[src/verilog/ycs_pkg.sv]
// Package for the indexed-Y bus-cycle sequencer: opcodes, bus constants,
// cycle groups, bus actions, state codes and carrier structs.
// Assumes one processor clock and a byte-wide system bus.
package ycs_pkg;

	// ==========================================================
	// Opcode bytes
	localparam logic [7:0] PREFIX_PAGE  = 8'h18; // Page-select prefix
	localparam logic [7:0] OP_JUMP      = 8'h6E; // jump_instruction
	localparam logic [7:0] OP_TEST      = 8'h6D; // test_operand_instruction
	localparam logic [7:0] OP_LOAD16    = 8'hEC; // Sixteen-bit load
	localparam logic [7:0] OP_ADD16     = 8'hE3; // add_double_accumulator
	localparam logic [7:0] OP_STORE16   = 8'hED; // store_double_accumulator
	localparam logic [7:0] OP_STOREA    = 8'hA7; // store_accumulator_a

	// ==========================================================
	// Bus constants and timing
	localparam logic [15:0] DUMMY_ADDR  = 16'hFFFF; // Dummy-cycle address
	localparam logic [1:0]  PH_FIRST    = 2'h0;     // First clock of a cycle
	localparam logic [1:0]  PH_LAST     = 2'h3;     // Clocks per bus cycle - 1
	localparam logic [2:0]  CYC_FIRST   = 3'h1;     // Number of first cycle
	localparam logic [2:0]  CYC_IDLE    = 3'h0;     // Cycle number when idle
	localparam logic [15:0] OPERAND_RST = 16'h0000; // Operand after reset

	// ==========================================================
	// Types
	typedef enum logic [2:0] {
		GRP_READ8   = 3'h0,
		GRP_JUMP    = 3'h1,
		GRP_TEST    = 3'h2,
		GRP_READ16  = 3'h3,
		GRP_ARITH16 = 3'h4,
		GRP_STORE16 = 3'h5,
		GRP_STORE8  = 3'h6
	} ycs_grp_t;

	typedef enum logic [2:0] {
		ACT_END    = 3'h0,
		ACT_FETCH  = 3'h1,
		ACT_DUMMY  = 3'h2,
		ACT_RD_EA  = 3'h3,
		ACT_RD_EA1 = 3'h4,
		ACT_WR_HI  = 3'h5,
		ACT_WR_LO  = 3'h6,
		ACT_WR_ACC = 3'h7
	} ycs_act_t;

	typedef enum logic [1:0] {
		ST_IDLE = 2'b01,
		ST_BUS  = 2'b10
	} ycs_state_t;

	typedef struct packed {
		logic [15:0] opcode_addr; // Address of the prefix byte
		logic [15:0] index_y;     // second_index_register value
		logic [7:0]  acc_a;       // Accumulator A value
		logic [15:0] reg16;       // Sixteen-bit register to store
	} ycs_req_t;

	typedef struct packed {
		logic [15:0] addr;      // Address bus
		logic        rw;        // High read, low write
		logic [7:0]  dout;      // Write data
		logic        dout_oe_b; // Low while data is driven
	} ycs_bus_t;

	localparam ycs_bus_t BUS_IDLE = '{addr: DUMMY_ADDR, rw: 1'b1,
		dout: 8'h00, dout_oe_b: 1'b1};

endpackage

[src/verilog/ycs_sequencer.sv]
// Bus-cycle sequencer for indexed-Y instructions of an 8-bit core.
// Assumes memory answers combinationally on bus_din; that input is
// synchronised by two flip-flops, so each bus cycle lasts four clocks.
`timescale 1ns/1ps
`default_nettype none

// Contract
// - Cycles 1-3 fetch $18, opcode byte, offset at address +0..+2.
// - Cycle 4 is a dummy read of $FFFF; data ignored, address formed.
// - Jump ($6E) takes 4 cycles, no operand access.
// - Test ($6D): 7 cycles, reads operand, no write, cycle 7 dummy.
// - 16-bit reads: EA cycle 5, EA+1 cycle 6; arithmetic adds dummy 7.
// - 16-bit stores take 6 cycles, write high then low, read/write low.
module ycs_sequencer
	import ycs_pkg::*;
(
	input  wire logic   ref_clk,    // Processor clock, 10 MHz
	input  wire logic   rst_b,      // Asynchronous reset, active low
	input  wire logic   start,      // Pulse: begin an instruction
	input  wire ycs_req_t req,      // Instruction context at start
	input  wire logic [7:0] bus_din, // Data bus from memory
	output ycs_bus_t    bus,        // Address, read/write, write data
	output logic        busy,       // High while an instruction runs
	output logic        done,       // Pulse: instruction finished
	output logic        prefix_err, // First byte was not the prefix
	output ycs_grp_t    group,      // Decoded instruction group
	output logic [15:0] operand     // Operand bytes read
);

	// ==========================================================
	// Registers
	ycs_state_t  state, next_state;
	logic [2:0]  cyc, next_cyc;
	logic [1:0]  ph, next_ph;
	ycs_act_t    act, next_act;
	ycs_req_t    instr, next_instr;
	logic [15:0] ea, next_ea;
	ycs_bus_t    next_bus;
	logic        next_busy;
	logic        next_done;
	logic        next_prefix_err;
	ycs_grp_t    next_group;
	logic [15:0] next_operand;
	logic [7:0]  din_meta;
	logic [7:0]  din_sync;

	// ==========================================================
	// Group decode from the second opcode byte
	function automatic ycs_grp_t decode_grp(input logic [7:0] op);
		ycs_grp_t g;
		g = GRP_READ8;
		if (op == OP_JUMP) begin
			g = GRP_JUMP;
		end else if (op == OP_TEST) begin
			g = GRP_TEST;
		end else if (op == OP_LOAD16) begin
			g = GRP_READ16;
		end else if (op == OP_ADD16) begin
			g = GRP_ARITH16;
		end else if (op == OP_STORE16) begin
			g = GRP_STORE16;
		end else if (op == OP_STOREA) begin
			g = GRP_STORE8;
		end
		return g;
	endfunction

	// Bus action of cycle c for group g
	function automatic ycs_act_t act_for(input ycs_grp_t g,
		input logic [2:0] c);
		ycs_act_t a;
		a = ACT_END;
		unique case (c)
			3'h1, 3'h2, 3'h3: a = ACT_FETCH;
			3'h4: a = ACT_DUMMY;
			3'h5: begin
				if (g == GRP_JUMP) begin
					a = ACT_END;
				end else if (g == GRP_STORE16) begin
					a = ACT_WR_HI;
				end else if (g == GRP_STORE8) begin
					a = ACT_WR_ACC;
				end else begin
					a = ACT_RD_EA;
				end
			end
			3'h6: begin
				if (g == GRP_TEST) begin
					a = ACT_DUMMY;
				end else if (g == GRP_READ16 || g == GRP_ARITH16) begin
					a = ACT_RD_EA1;
				end else if (g == GRP_STORE16) begin
					a = ACT_WR_LO;
				end else begin
					a = ACT_END;
				end
			end
			3'h7: begin
				if (g == GRP_TEST || g == GRP_ARITH16) begin
					a = ACT_DUMMY;
				end else begin
					a = ACT_END;
				end
			end
			default: a = ACT_END;
		endcase
		return a;
	endfunction

	// ==========================================================
	// Data bus synchroniser
	always_ff @(posedge ref_clk or negedge rst_b) begin
		if (!rst_b) begin
			din_meta <= 8'h00;
			din_sync <= 8'h00;
		end else begin
			din_meta <= bus_din;
			din_sync <= din_meta;
		end
	end

	// ==========================================================
	// Sequencer next-state logic
	always_comb begin
		ycs_act_t   na;
		logic [2:0] cn;
		na              = ACT_END;
		cn              = cyc + 3'h1;
		next_state      = state;
		next_cyc        = cyc;
		next_ph         = ph;
		next_act        = act;
		next_instr      = instr;
		next_ea         = ea;
		next_bus        = bus;
		next_busy       = busy;
		next_done       = 1'b0;
		next_prefix_err = prefix_err;
		next_group      = group;
		next_operand    = operand;
		unique case (state)
			ST_IDLE: begin
				if (start) begin
					// Cycle 1: prefix fetch at the opcode address
					next_state      = ST_BUS;
					next_instr      = req;
					next_cyc        = CYC_FIRST;
					next_ph         = PH_FIRST;
					next_act        = ACT_FETCH;
					next_busy       = 1'b1;
					next_prefix_err = 1'b0;
					next_bus        = BUS_IDLE;
					next_bus.addr   = req.opcode_addr;
				end
			end
			ST_BUS: begin
				if (ph != PH_LAST) begin
					next_ph = ph + 2'h1;
				end else begin
					next_ph = PH_FIRST;
					// Use the byte read in the closing cycle
					unique case (cyc)
						3'h1: next_prefix_err = (din_sync != PREFIX_PAGE);
						3'h2: next_group = decode_grp(din_sync);
						3'h3: next_ea = instr.index_y + {8'h00, din_sync};
						default: begin
							if (act == ACT_RD_EA) begin
								next_operand = {8'h00, din_sync};
							end else if (act == ACT_RD_EA1) begin
								next_operand = {operand[7:0], din_sync};
							end
						end
					endcase
					// Choose the following bus cycle
					na       = act_for(group, cn);
					next_act = na;
					next_cyc = cn;
					next_bus = BUS_IDLE;
					unique case (na)
						ACT_FETCH: next_bus.addr = instr.opcode_addr
							+ {13'h0000, cn - 3'h1};
						ACT_DUMMY: next_bus.addr = DUMMY_ADDR;
						ACT_RD_EA: next_bus.addr = ea;
						ACT_RD_EA1: next_bus.addr = ea + 16'h0001;
						ACT_WR_HI: begin
							next_bus.addr      = ea;
							next_bus.rw        = 1'b0;
							next_bus.dout      = instr.reg16[15:8];
							next_bus.dout_oe_b = 1'b0;
						end
						ACT_WR_LO: begin
							next_bus.addr      = ea + 16'h0001;
							next_bus.rw        = 1'b0;
							next_bus.dout      = instr.reg16[7:0];
							next_bus.dout_oe_b = 1'b0;
						end
						ACT_WR_ACC: begin
							next_bus.addr      = ea;
							next_bus.rw        = 1'b0;
							next_bus.dout      = instr.acc_a;
							next_bus.dout_oe_b = 1'b0;
						end
						ACT_END: begin
							// Instruction over; bus returns to idle read
							next_state = ST_IDLE;
							next_cyc   = CYC_IDLE;
							next_busy  = 1'b0;
							next_done  = 1'b1;
						end
					endcase
				end
			end
		endcase
	end

	// Sequencer registers
	always_ff @(posedge ref_clk or negedge rst_b) begin
		if (!rst_b) begin
			state      <= ST_IDLE;
			cyc        <= CYC_IDLE;
			ph         <= PH_FIRST;
			act        <= ACT_END;
			instr      <= '0;
			ea         <= 16'h0000;
			bus        <= BUS_IDLE;
			busy       <= 1'b0;
			done       <= 1'b0;
			prefix_err <= 1'b0;
			group      <= GRP_READ8;
			operand    <= OPERAND_RST;
		end else begin
			state      <= next_state;
			cyc        <= next_cyc;
			ph         <= next_ph;
			act        <= next_act;
			instr      <= next_instr;
			ea         <= next_ea;
			bus        <= next_bus;
			busy       <= next_busy;
			done       <= next_done;
			prefix_err <= next_prefix_err;
			group      <= next_group;
			operand    <= next_operand;
		end
	end

endmodule

`default_nettype wire

[config.mk]
export PLATFORM = sky130hd
export DESIGN_NAME = ycs_sequencer
export DESIGN_NICKNAME = d
export VERILOG_FILES = /design/src/verilog/ycs_pkg.sv /design/src/verilog/ycs_sequencer.sv
export SDC_FILE = /design/constraint.sdc
export NUM_CORES = 1
export LEC_CHECK = 0
export ABC_AREA = 0
export BUFFER_PORTS_ARGS = -buffer_cell sky130_fd_sc_hd__buf_2
export CAP_MARGIN = 20
export CELL_PAD_IN_SITES_DETAIL_PLACEMENT = 1
export CELL_PAD_IN_SITES_GLOBAL_PLACEMENT = 2
export CORE_UTILIZATION = 34
export CTS_BUF_LIST = sky130_fd_sc_hd__clkbuf_2
export DETAILED_ROUTE_END_ITERATION = 12
export GPL_ROUTABILITY_DRIVEN = 0
export PLACE_DENSITY = 0.82
export SLEW_MARGIN = 25
export SYNTH_ARGS = -nofsm -noshare
export SYNTH_HDL_FRONTEND = slang
export SYNTH_SLANG_ARGS = --single-unit
[constraint.sdc]
create_clock -name ref_clk -period 2.7 [get_ports ref_clk]
set_input_delay 0.135 -clock ref_clk [delete_from_list [all_inputs] [get_ports ref_clk]]
set_output_delay 0.135 -clock ref_clk [all_outputs]
set_load 0.01 [all_outputs]
==> qor.txt, run 1 <==
Syn-to-layout area delta: 28.5%
VDD IR max: 0.402 mV
num ports: 115
Clock transition at path regs: 0.23 ns
worst slew pin tran: 0.803 ns
WL per Instance: 17.6 um
Clock Path Buffers: 2
routed vias: 5858
Seq/Total Area, Yosys: 50.4%
CTS Buf Count: 17
Synth top area share: 43.9%
Core Area: 20500 um^2
total grt overflow: 0
fillers: 2344
worst-path cell chain: ha_1 -> ha_4 -> xnor2_1 -> ha_1 -> nand3_2 -> a21oi_4 -> nand2_1 -> xnor2_1 -> a2111oi_2 -> nor3_1
root buffer cell: clkbuf_2
Lkg Pwr: 4.14 nW
DR vias/cell: 5.12
I/O Buffers: 114
WP data required: 3.37 ns
initial antenna violation count: 1
Post-synth EDFFs: 0
largest net degree at the start of global routing: 85
Sequential cell area: 3630 um^2
Slew Viols, Final: 0
Tcrit/Tclk final: 96.9%
Setup WS pre-CTS: -0.0653 ns
CTS tree: yes
DRC viols: 0
fin worst setup slack: 0.0845 ns
Worst Clk Skew: 0.0337 ns
Yosys warning count: 0
Synth top cells by count: 126 x dfrtp_1, 79 x nand2_1, 65 x mux2_2
Max FO, Critical Path: 4
syn avg cell area: 10.9 um^2
Die ar.: 21700 um^2
Die W: 147 um
initial core utilization: 35.1%
overall routed net length: 20100 um
Rel. slew slack: 46.5%
Final Setup Violations: 0
Yosys top cell by area: dfrtp_1
global-route usage over all layers: 19.5%
Cell Area, Placed: 8120 um^2
Setup CP Type: reg2reg
power density over the cells: 933 nW/um^2
fin nets: 948
multi-input logic area: 3420 um^2
CP startpoint kind: register
synth unique cells: 71
share of cells above drive strength 1: 31.0%
Synth area leaders: dfrtp_1 44%, mux2_2 10%, dfstp_2 6.6%
CP delay by family, top: adder cells
final-report hold violation count: 0
syn_nets: 746
Buf+Inv Stages, Crit Path: 0
Hold WS: 0.153 ns
Async SR Flop Fraction: 100%
max_cap viols: 0
CP max stage cell: dfrtp_1
synthesized cell area: 7190 um^2
DRT iter0 DRCs: 208
outcome: finished clean
crit end category: register
overall power: 8.62 mW
Clock Latency Late Sink: 0.73 ns
Final HPWL DP: 13900 um
H-Tree Depth: 4
most common cell in the netlist: dfrtp_1
chip height: 147 um
first-pass detailed-route iteration total: 4
Critical Path AT: 3.28 ns
Antenna Nets Post-Route: 0
Tmin final: 2.62 ns
slowest stage delay, CP: 0.45 ns
first-pass GRT wire length: 33400 um
site row count: 52
register bit count reported by yosys: 144
Sink Count: 144
Synth Instances: 658
Hold Crit Class: in2reg
Layout Cell Area excl Fill: 9240 um^2
number of global-route vias before repair: 6325
Fmax: 382 MHz
ys flop type: dfrtp_1
-- worst register-to-register path: stages, from the launching register on --
cell       delay [ns]
dfrtp_1          0.45
ha_1             0.27
ha_4             0.30
xnor2_1          0.08
ha_1             0.37
nand3_2          0.13
a21oi_4          0.20
nand2_1          0.09
xnor2_1          0.15
a2111oi_2        0.43
nor3_1           0.11
-- final cells by class --
type / count / area share (%)
multi-input combinational: 473 / 37.0
inverter: 14 / 0.569
clock buffer: 19 / 1.03
antenna: 1 / 0.0271
clock inverter: 13 / 2.03
sequential: 144 / 39.3
tap: 270 / 3.66
timing repair buffer: 210 / 16.4
-- per-stage QoR --
step                      instances  TNS [ns]  util (%)
final                          1144         0      45.1
after global routing           1144   -0.0982      45.1
after CTS                      1142         0      44.8
after detailed placement       1034   -0.0653      39.6
after global placement         1034         0      39.6
after floorplan                 658         0         -
-- cells by family after synthesis --
family | after synthesis | share of synthesized area [%]
simple gates | 182 | 13.1
compound gates | 166 | 14.9
flops | 144 | 50.4
mux | 74 | 11.4
buf+inv | 41 | 2.68
xor+xnor | 30 | 3.65
fa+ha+maj | 21 | 3.86
-- layout by cell type, fill, tap and decap left out, types with 14 or more instances in the layout --
cell type      count
nand2_1           79
nand3_1           14
buf_4             18
mux2_2            65
buf_2            113
dfstp_2           18
dlygate4sd3_1     75
nor2_1            16
a21oi_1           19
o21ai_0           48
clkbuf_2          19
o21ai_1           22
xnor2_1           21
dfrtp_1          126
ha_1              18
-- timing repair --
action	4_1_cts	5_1_grt
hold buffers	76	0
resized for setup	2	9
cloned	0	0
pin swaps	0	2
buffers inserted	0	1
setup endpoints to repair	1	11
endpoints found under the hold margin	228	0
-- sequential cells by signal, summed over array words and instances (netlist names) --
signal	count
prefix_err	1
operand	16
din_meta	8
ph	2
din_sync	8
instr	56
cyc	3
group	3
busy	1
ea	16
done	1
act	3
bus	25
state	1
-- routing by layer --
metal	wire, um	share of wire, %	up-vias	GRT usage [%]
li1	-	-	2796	-
met1	9450	47	2925	25.9
met2	9650	48	114	31.7
met3	658	3.3	23	3.77
met4	373	1.9	0	6.96
met5	0	0	-	0
-- report_power, final --
group | total [mW] | internal (mW) | switching (mW)
Sequential | 3.41 | 2.87 | 0.537
Combinational | 3.76 | 1.65 | 2.12
Clock | 1.45 | 0.620 | 0.827
-- worst paths after layout --
| path | start | endpoint | slack (ns) | cells after the start |
|---|---|---|---|---|
| max in group asynchronous | rst_b | bus[9] | 1.71 | 4 |
| hold reg to reg | din_meta[7] | din_sync[7] | 0.38 | 0 |
| hold / removal | req[24] | instr[24] | 0.15 | 3 |
| setup / recovery | cyc[0] | bus[21] | 0.08 | 10 |
| setup reg to reg | cyc[0] | bus[21] | 0.08 | 10 |
| min in group asynchronous | rst_b | instr[31] | 0.48 | 4 |
No activity file was read; power rests on OpenSTA's default activity.
==> run 2: changes to the inputs <==
--- a/config.mk
+++ b/config.mk
@@ -5,16 +5,17 @@
 export SDC_FILE = /design/constraint.sdc
 export NUM_CORES = 1
 export LEC_CHECK = 0
-export ABC_AREA = 0
+export ABC_AREA = 1
 export BUFFER_PORTS_ARGS = -buffer_cell sky130_fd_sc_hd__buf_2
 export CAP_MARGIN = 20
 export CELL_PAD_IN_SITES_DETAIL_PLACEMENT = 1
 export CELL_PAD_IN_SITES_GLOBAL_PLACEMENT = 2
-export CORE_UTILIZATION = 34
+export CORE_UTILIZATION = 32
 export CTS_BUF_LIST = sky130_fd_sc_hd__clkbuf_2
+export CTS_CLUSTER_DIAMETER = 60
 export DETAILED_ROUTE_END_ITERATION = 12
 export GPL_ROUTABILITY_DRIVEN = 0
-export PLACE_DENSITY = 0.82
+export PLACE_DENSITY = 0.83
 export SLEW_MARGIN = 25
 export SYNTH_ARGS = -nofsm -noshare
 export SYNTH_HDL_FRONTEND = slang
==> run 2 against run 1 <==
Compared with the run above: global-route usage up 0.59 points; sequential cell count stayed put; area after synthesis up 9.0%; register-to-register slack improved by 0.12 ns; combinational power is 23% higher; final cell count grew 29%; count of clock-buffer cells in the layout down 2; clock skew increased by 0.024 ns; critical path type unchanged; largest cell class is now multi-input gates; largest power group unchanged.
==> qor.txt, run 2 <==
outcome: finished clean
num ports: 115
power density over the cells: 987 nW/um^2
synth unique cells: 43
Reg with most FFs: instr
I/O Buffers: 114
WL met2: 11800 um
most common cell in the netlist: nand2_1
Tmin final: 2.50 ns
Lkg Pwr: 4.93 nW
max_cap viols: 0
final-report hold violation count: 0
Synth Instances: 956
first-pass GRT wire length: 38900 um
H-Tree Depth: 4
Yosys warning count: 0
Fmax: 400 MHz
Max FO, Critical Path: 28
largest net degree at the start of global routing: 64
total grt overflow: 0
share of cells above drive strength 1: 21.5%
Die W: 158 um
ys flop type: dfrtp_1
Final Setup Violations: 0
Async SR Flop Fraction: 100%
WP data required: 3.37 ns
Top Registers: instr: 56 flops, bus: 25 flops
DRT iter0 DRCs: 282
most frequent cells in the layout: 267 x nand2_1, 126 x dfrtp_1, 113 x buf_2
Cell Area, Placed: 8780 um^2
global-route usage over all layers: 20.1%
DRC viols: 0
initial core utilization: 33.0%
CTS tree: yes
Final HPWL DP: 16800 um
syn_nets: 1044
Post-synth EDFFs: 0
Setup WS pre-CTS: 0.194 ns
WL per Instance: 15.7 um
initial antenna violation count: 1
Slew Viols, Final: 0
fin nets: 1235
Die ar.: 25100 um^2
VDD IR max: 0.396 mV
Setup CP Type: reg2reg
metal1 wirelength: 10400 um
Yosys top cell by area: dfrtp_1
Synth area leaders: dfrtp_1 40%, nand2_1 13%, dfstp_2 6.0%
Core Area: 23800 um^2
Clock Path Buffers: 2
RSZ-0062 raised after global routing: yes
DR vias/cell: 4.81
routed vias: 7131
setup TNS: 0 ns
DR top layer: met4
Hold Crit Class: in2reg
Tcrit/Tclk final: 92.6%
chip height: 158 um
overall routed net length: 23200 um
routed wl met3: 566 um
synthesized cell area: 7840 um^2
Post-CTS Setup Inserts: 0
Clock transition at path regs: 0.31 ns
crit end category: register
Critical Path AT: 3.17 ns
Worst Clk Skew: 0.0577 ns
commonest non-fill, non-tap cell in the layout: nand2_1
Rel. slew slack: 44.8%
worst slew pin tran: 0.828 ns
Clock Latency Late Sink: 0.75 ns
number of global-route vias before repair: 7694
Synth top cells by count: 267 x nand2_1, 126 x dfrtp_1, 102 x inv_1
fin worst setup slack: 0.201 ns
overall power: 9.69 mW
max reg flops: 56
Seq/Total Area, Yosys: 46.3%
register bit count reported by yosys: 144
CTS Buf Count: 17
site row count: 56
first-pass detailed-route iteration total: 5
Syn-to-layout area delta: 25.3%
syn avg cell area: 8.20 um^2
Layout Cell Area excl Fill: 9820 um^2
Synth top area share: 40.2%
Sink Count: 144
root buffer cell: clkbuf_2
Antenna Nets Post-Route: 0
CP startpoint kind: register
run 2: cell count changes after synthesis, moves of 14 or more:
cell / delta
nand2_1: +188
inv_1: +89
nand3_1: +68
nor2_1: +50
nand4_1: +40
mux2_2: -33
xnor2_1: -14
run 2: logic make-up (layout without fill, tap and decap cells):
logic type	after synthesis	count (layout)	synth area share [%]
adder cells (fa/ha/maj)	21	21	3.54
flip-flops	144	144	46.3
AND/OR/NAND/NOR	502	502	29.7
XOR/XNOR	12	12	1.34
buffers and inverters	138	342	7.20
multiplexers	32	32	4.60
AO/OA/AOI/OAI	107	107	7.38
other	0	2	0
run 2: what timing repair did:
action,CTS,global route
hold buffers,76,0
endpoints found under the setup margin,0,3
endpoints found under the hold margin,219,0
gates resized for setup,0,2
run 2: worst max-delay path, stage by stage, from the launching register on:
cell      delay (ns)
dfrtp_1         0.47
ha_1            0.24
ha_1            0.31
buf_4           0.20
inv_2           0.06
nand2_1         0.05
nor2_1          0.11
nand2_1         0.12
nand2_4         0.30
nand2_1         0.12
o21bai_1        0.18
inv_2           0.15
nand2_1         0.09
nand2_1         0.06
run 2: report_power, final:
group	total, mW	internal, mW	switching (mW)
clock	1.32	0.318	1.01
combinational	4.64	1.78	2.87
sequential	3.72	3.01	0.706
run 2: per-layer routing:
layer  GRT usage, %  up-vias
met1           24.7     3487
li1               -     3509
met2           35.9      110
met4           5.82        0
met5              0        -
met3           3.35       25
run 2: area by class of cell:
cell class	count	area, um^2
Clock buffer	17	85.1
Sequential cell	144	3630
Tap cell	319	399
Clock inverter	15	165
Antenna cell	2	5.00
Multi-Input combinational cell	674	3670
Fill cell	2895	13900
Inverter	109	409
Timing Repair Buffer	201	1460
run 2: final timing paths:
| path | start | end | slack (ns) | cells after the start |
|---|---|---|---|---|
| worst max-delay path | cyc[1] | bus[2] | 0.20 | 13 |
| worst min-delay path | req[4] | instr[4] | 0.11 | 3 |
| min in group asynchronous | rst_b | bus[16] | 0.51 | 3 |
| worst min register to register | din_meta[4] | din_sync[4] | 0.38 | 0 |
| max in group asynchronous | rst_b | bus[24] | 1.76 | 4 |
| worst max register to register | cyc[1] | bus[2] | 0.20 | 13 |
run 2: metrics by stage:
| step | hold WS [ns] | util, % | cells |
|---|---|---|---|
| global placement | 0.199 | 37.0 | 1371 |
| CTS | 0.0402 | 41.3 | 1479 |
| global route | 0.0217 | 41.3 | 1481 |
| finish | 0.115 | 41.3 | 1481 |
| detailed placement | 0.198 | 37.0 | 1371 |
| floorplan | -0.161 | - | 956 |
==> run 3: changes to the inputs <==
--- a/config.mk
+++ b/config.mk
@@ -10,6 +10,7 @@
 export CAP_MARGIN = 20
 export CELL_PAD_IN_SITES_DETAIL_PLACEMENT = 1
 export CELL_PAD_IN_SITES_GLOBAL_PLACEMENT = 2
+export CORE_MARGIN = 2
 export CORE_UTILIZATION = 32
 export CTS_BUF_LIST = sky130_fd_sc_hd__clkbuf_2
 export CTS_CLUSTER_DIAMETER = 60
==> run 3 against run 2 <==
Compared with the run above: sequential share of layout area down 0.63 points; maximum frequency up 0.59%; worst hold slack better by 0.022 ns; critical path type unchanged; non-clock buffer count up 12; critical path depth down 1; power up 4.2%; clock power up 19%; largest cell class unchanged.
==> qor.txt, run 3 (same netlist as run 2, synthesis figures left out) <==
CTS tree: yes
Setup CP Type: reg2reg
CP Capture Point: bus[25]
Top Registers: instr: 56 flops, bus: 25 flops
fillers: 2926
VDD IR max: 0.364 mV
number of global-route vias before repair: 7613
worst reg2reg path depth: 12
Reg with most FFs: instr
Clock Path Buffers: 2
Antenna Nets Post-Route: 0
max_cap viols: 0
share of cells above drive strength 1: 21.5%
Net Switching: 4.64 mW
Critical Path AT: 3.18 ns
Top cell by count, worst path: nand2_1
Core Area: 24200 um^2
most frequent cells in the layout: 267 x nand2_1, 126 x dfrtp_1, 113 x buf_2
Fmax: 402 MHz
root buffer cell: clkbuf_2
commonest non-fill, non-tap cell in the layout: nand2_1
Lkg Pwr: 5.02 nW
outcome: finished clean
largest net degree at the start of global routing: 57
Rel. slew slack: 64.8%
CP startpoint kind: register
r2r startpoint: cyc[0]
initial antenna violation count: 0
Tcrit/Tclk final: 92.0%
Sequential cell area: 3630 um^2
multi-input logic area: 3670 um^2
Tmin final: 2.48 ns
I/O Buffers: 114
Slew Viols, Final: 0
num ports: 115
CTS Buf Count: 17
Sink Count: 144
setup TNS: 0 ns
Die ar.: 25800 um^2
first-pass detailed-route iteration total: 5
CP max stage cell: a21oi_2
DR vias/cell: 4.78
Hold WS: 0.137 ns
site row count: 57
crit end category: register
Layout Cell Area excl Fill: 9990 um^2
Final HPWL DP: 16800 um
fin nets: 1247
max reg flops: 56
DRT iter0 DRCs: 278
global-route usage over all layers: 19.0%
Worst Clk Skew: 0.0482 ns
RSZ-0062 raised after global routing: no
final-report hold violation count: 0
Hold Crit Class: in2reg
total grt overflow: 0
R2R Setup Slk: 0.22 ns
worst-path cell chain: ha_1 -> ha_1 -> buf_4 -> inv_2 -> nand2_1 -> nor2_1 -> nand2_1 -> a21oi_2 -> nand3_1 -> nand3_1 -> nand2_1 -> nand2_1
H-Tree Depth: 4
Syn-to-layout area delta: 27.5%
register share of total power: 37.0%
sw frac: 45.9%
reg2reg end: bus[25]
first-pass GRT wire length: 39000 um
Die W: 160 um
power density over the cells: 1010 nW/um^2
clock share of power: 15.6%
chip height: 160 um
overall routed net length: 23600 um
DRC viols: 0
combinational power share: 47.5%
worst slew pin tran: 0.527 ns
Clock transition at path regs: 0.29 ns
Internal: 5.46 mW
routed vias: 7156
WP data required: 3.40 ns
Clock Latency Late Sink: 0.74 ns
slowest stage delay, CP: 0.47 ns
Cell Area, Placed: 8810 um^2
WL per Instance: 15.8 um
Max FO, Critical Path: 10
initial core utilization: 32.4%
Crit. Startpoint: cyc[0]
Final Setup Violations: 0
## run 3: worst max-delay path: cells and delay by family (launching register included)
kind,cells,cell delay [ns]
flops,1,0.45
compound gates,1,0.47
simple gates,7,0.74
fa+ha+maj,2,0.54
buf+inv,2,0.26
## run 3: through the flow
stage | instances | setup WS [ns] | util, % | total power, mW
2_1_floorplan | 956 | 0.252 | - | 6.87
3_3_place_gp | 1378 | 0.303 | 36.4 | 8.32
3_5_place_dp | 1378 | 0.246 | 36.4 | 8.44
4_1_cts | 1495 | 0.189 | 41.2 | 10.2
5_1_grt | 1496 | 0.00935 | 41.3 | 11.0
6_report | 1497 | 0.215 | 41.3 | 10.1
## run 3: layout make-up
class,instances,area share [%]
Sequential cell,144,36.3
Timing Repair Buffer,213,15.8
Tap cell,324,4.06
Inverter,109,4.10
Clock buffer,17,0.852
Clock inverter,15,2.15
Multi-Input combinational cell,674,36.7
Antenna cell,1,0.0251
## run 3: repair_timing
item / CTS / global route
setup endpoints to repair: 0 / 1
buffers inserted: 0 / 1
endpoints found under the hold margin: 228 / 0
resized for setup: 0 / 2
hold buffers: 85 / 0
## run 3: worst min path at each step
stage / startpoint / to / slack [ns] / cells after the start
6_report: req[8] / instr[8] / 0.14 / 3
5_1_grt: req[29] / instr[29] / 0.04 / 3
4_1_cts: req[28] / instr[28] / 0.05 / 3
3_5_place_dp: rst_b / instr[2] / 0.12 / 1
3_3_place_gp: rst_b / instr[1] / 0.12 / 1
2_1_floorplan: rst_b / act[0] / -0.16 / 0
## run 3: routing by layer
layer  share of wire (%)  track usage [%]
met1                  44             22.9
met2                  53             35.5
met3                 2.7             3.80
met4                0.88             3.32
met5                   0                0
## run 3: power by group through the flow
stage / sequential, mW / clock, mW / combinational, mW
floorplan: 3.62 / 0 / 3.25
global placement: 3.76 / 0 / 4.56
detailed placement: 3.78 / 0 / 4.66
CTS: 3.74 / 1.63 / 4.86
global route: 3.85 / 1.72 / 5.44
finish: 3.73 / 1.57 / 4.79
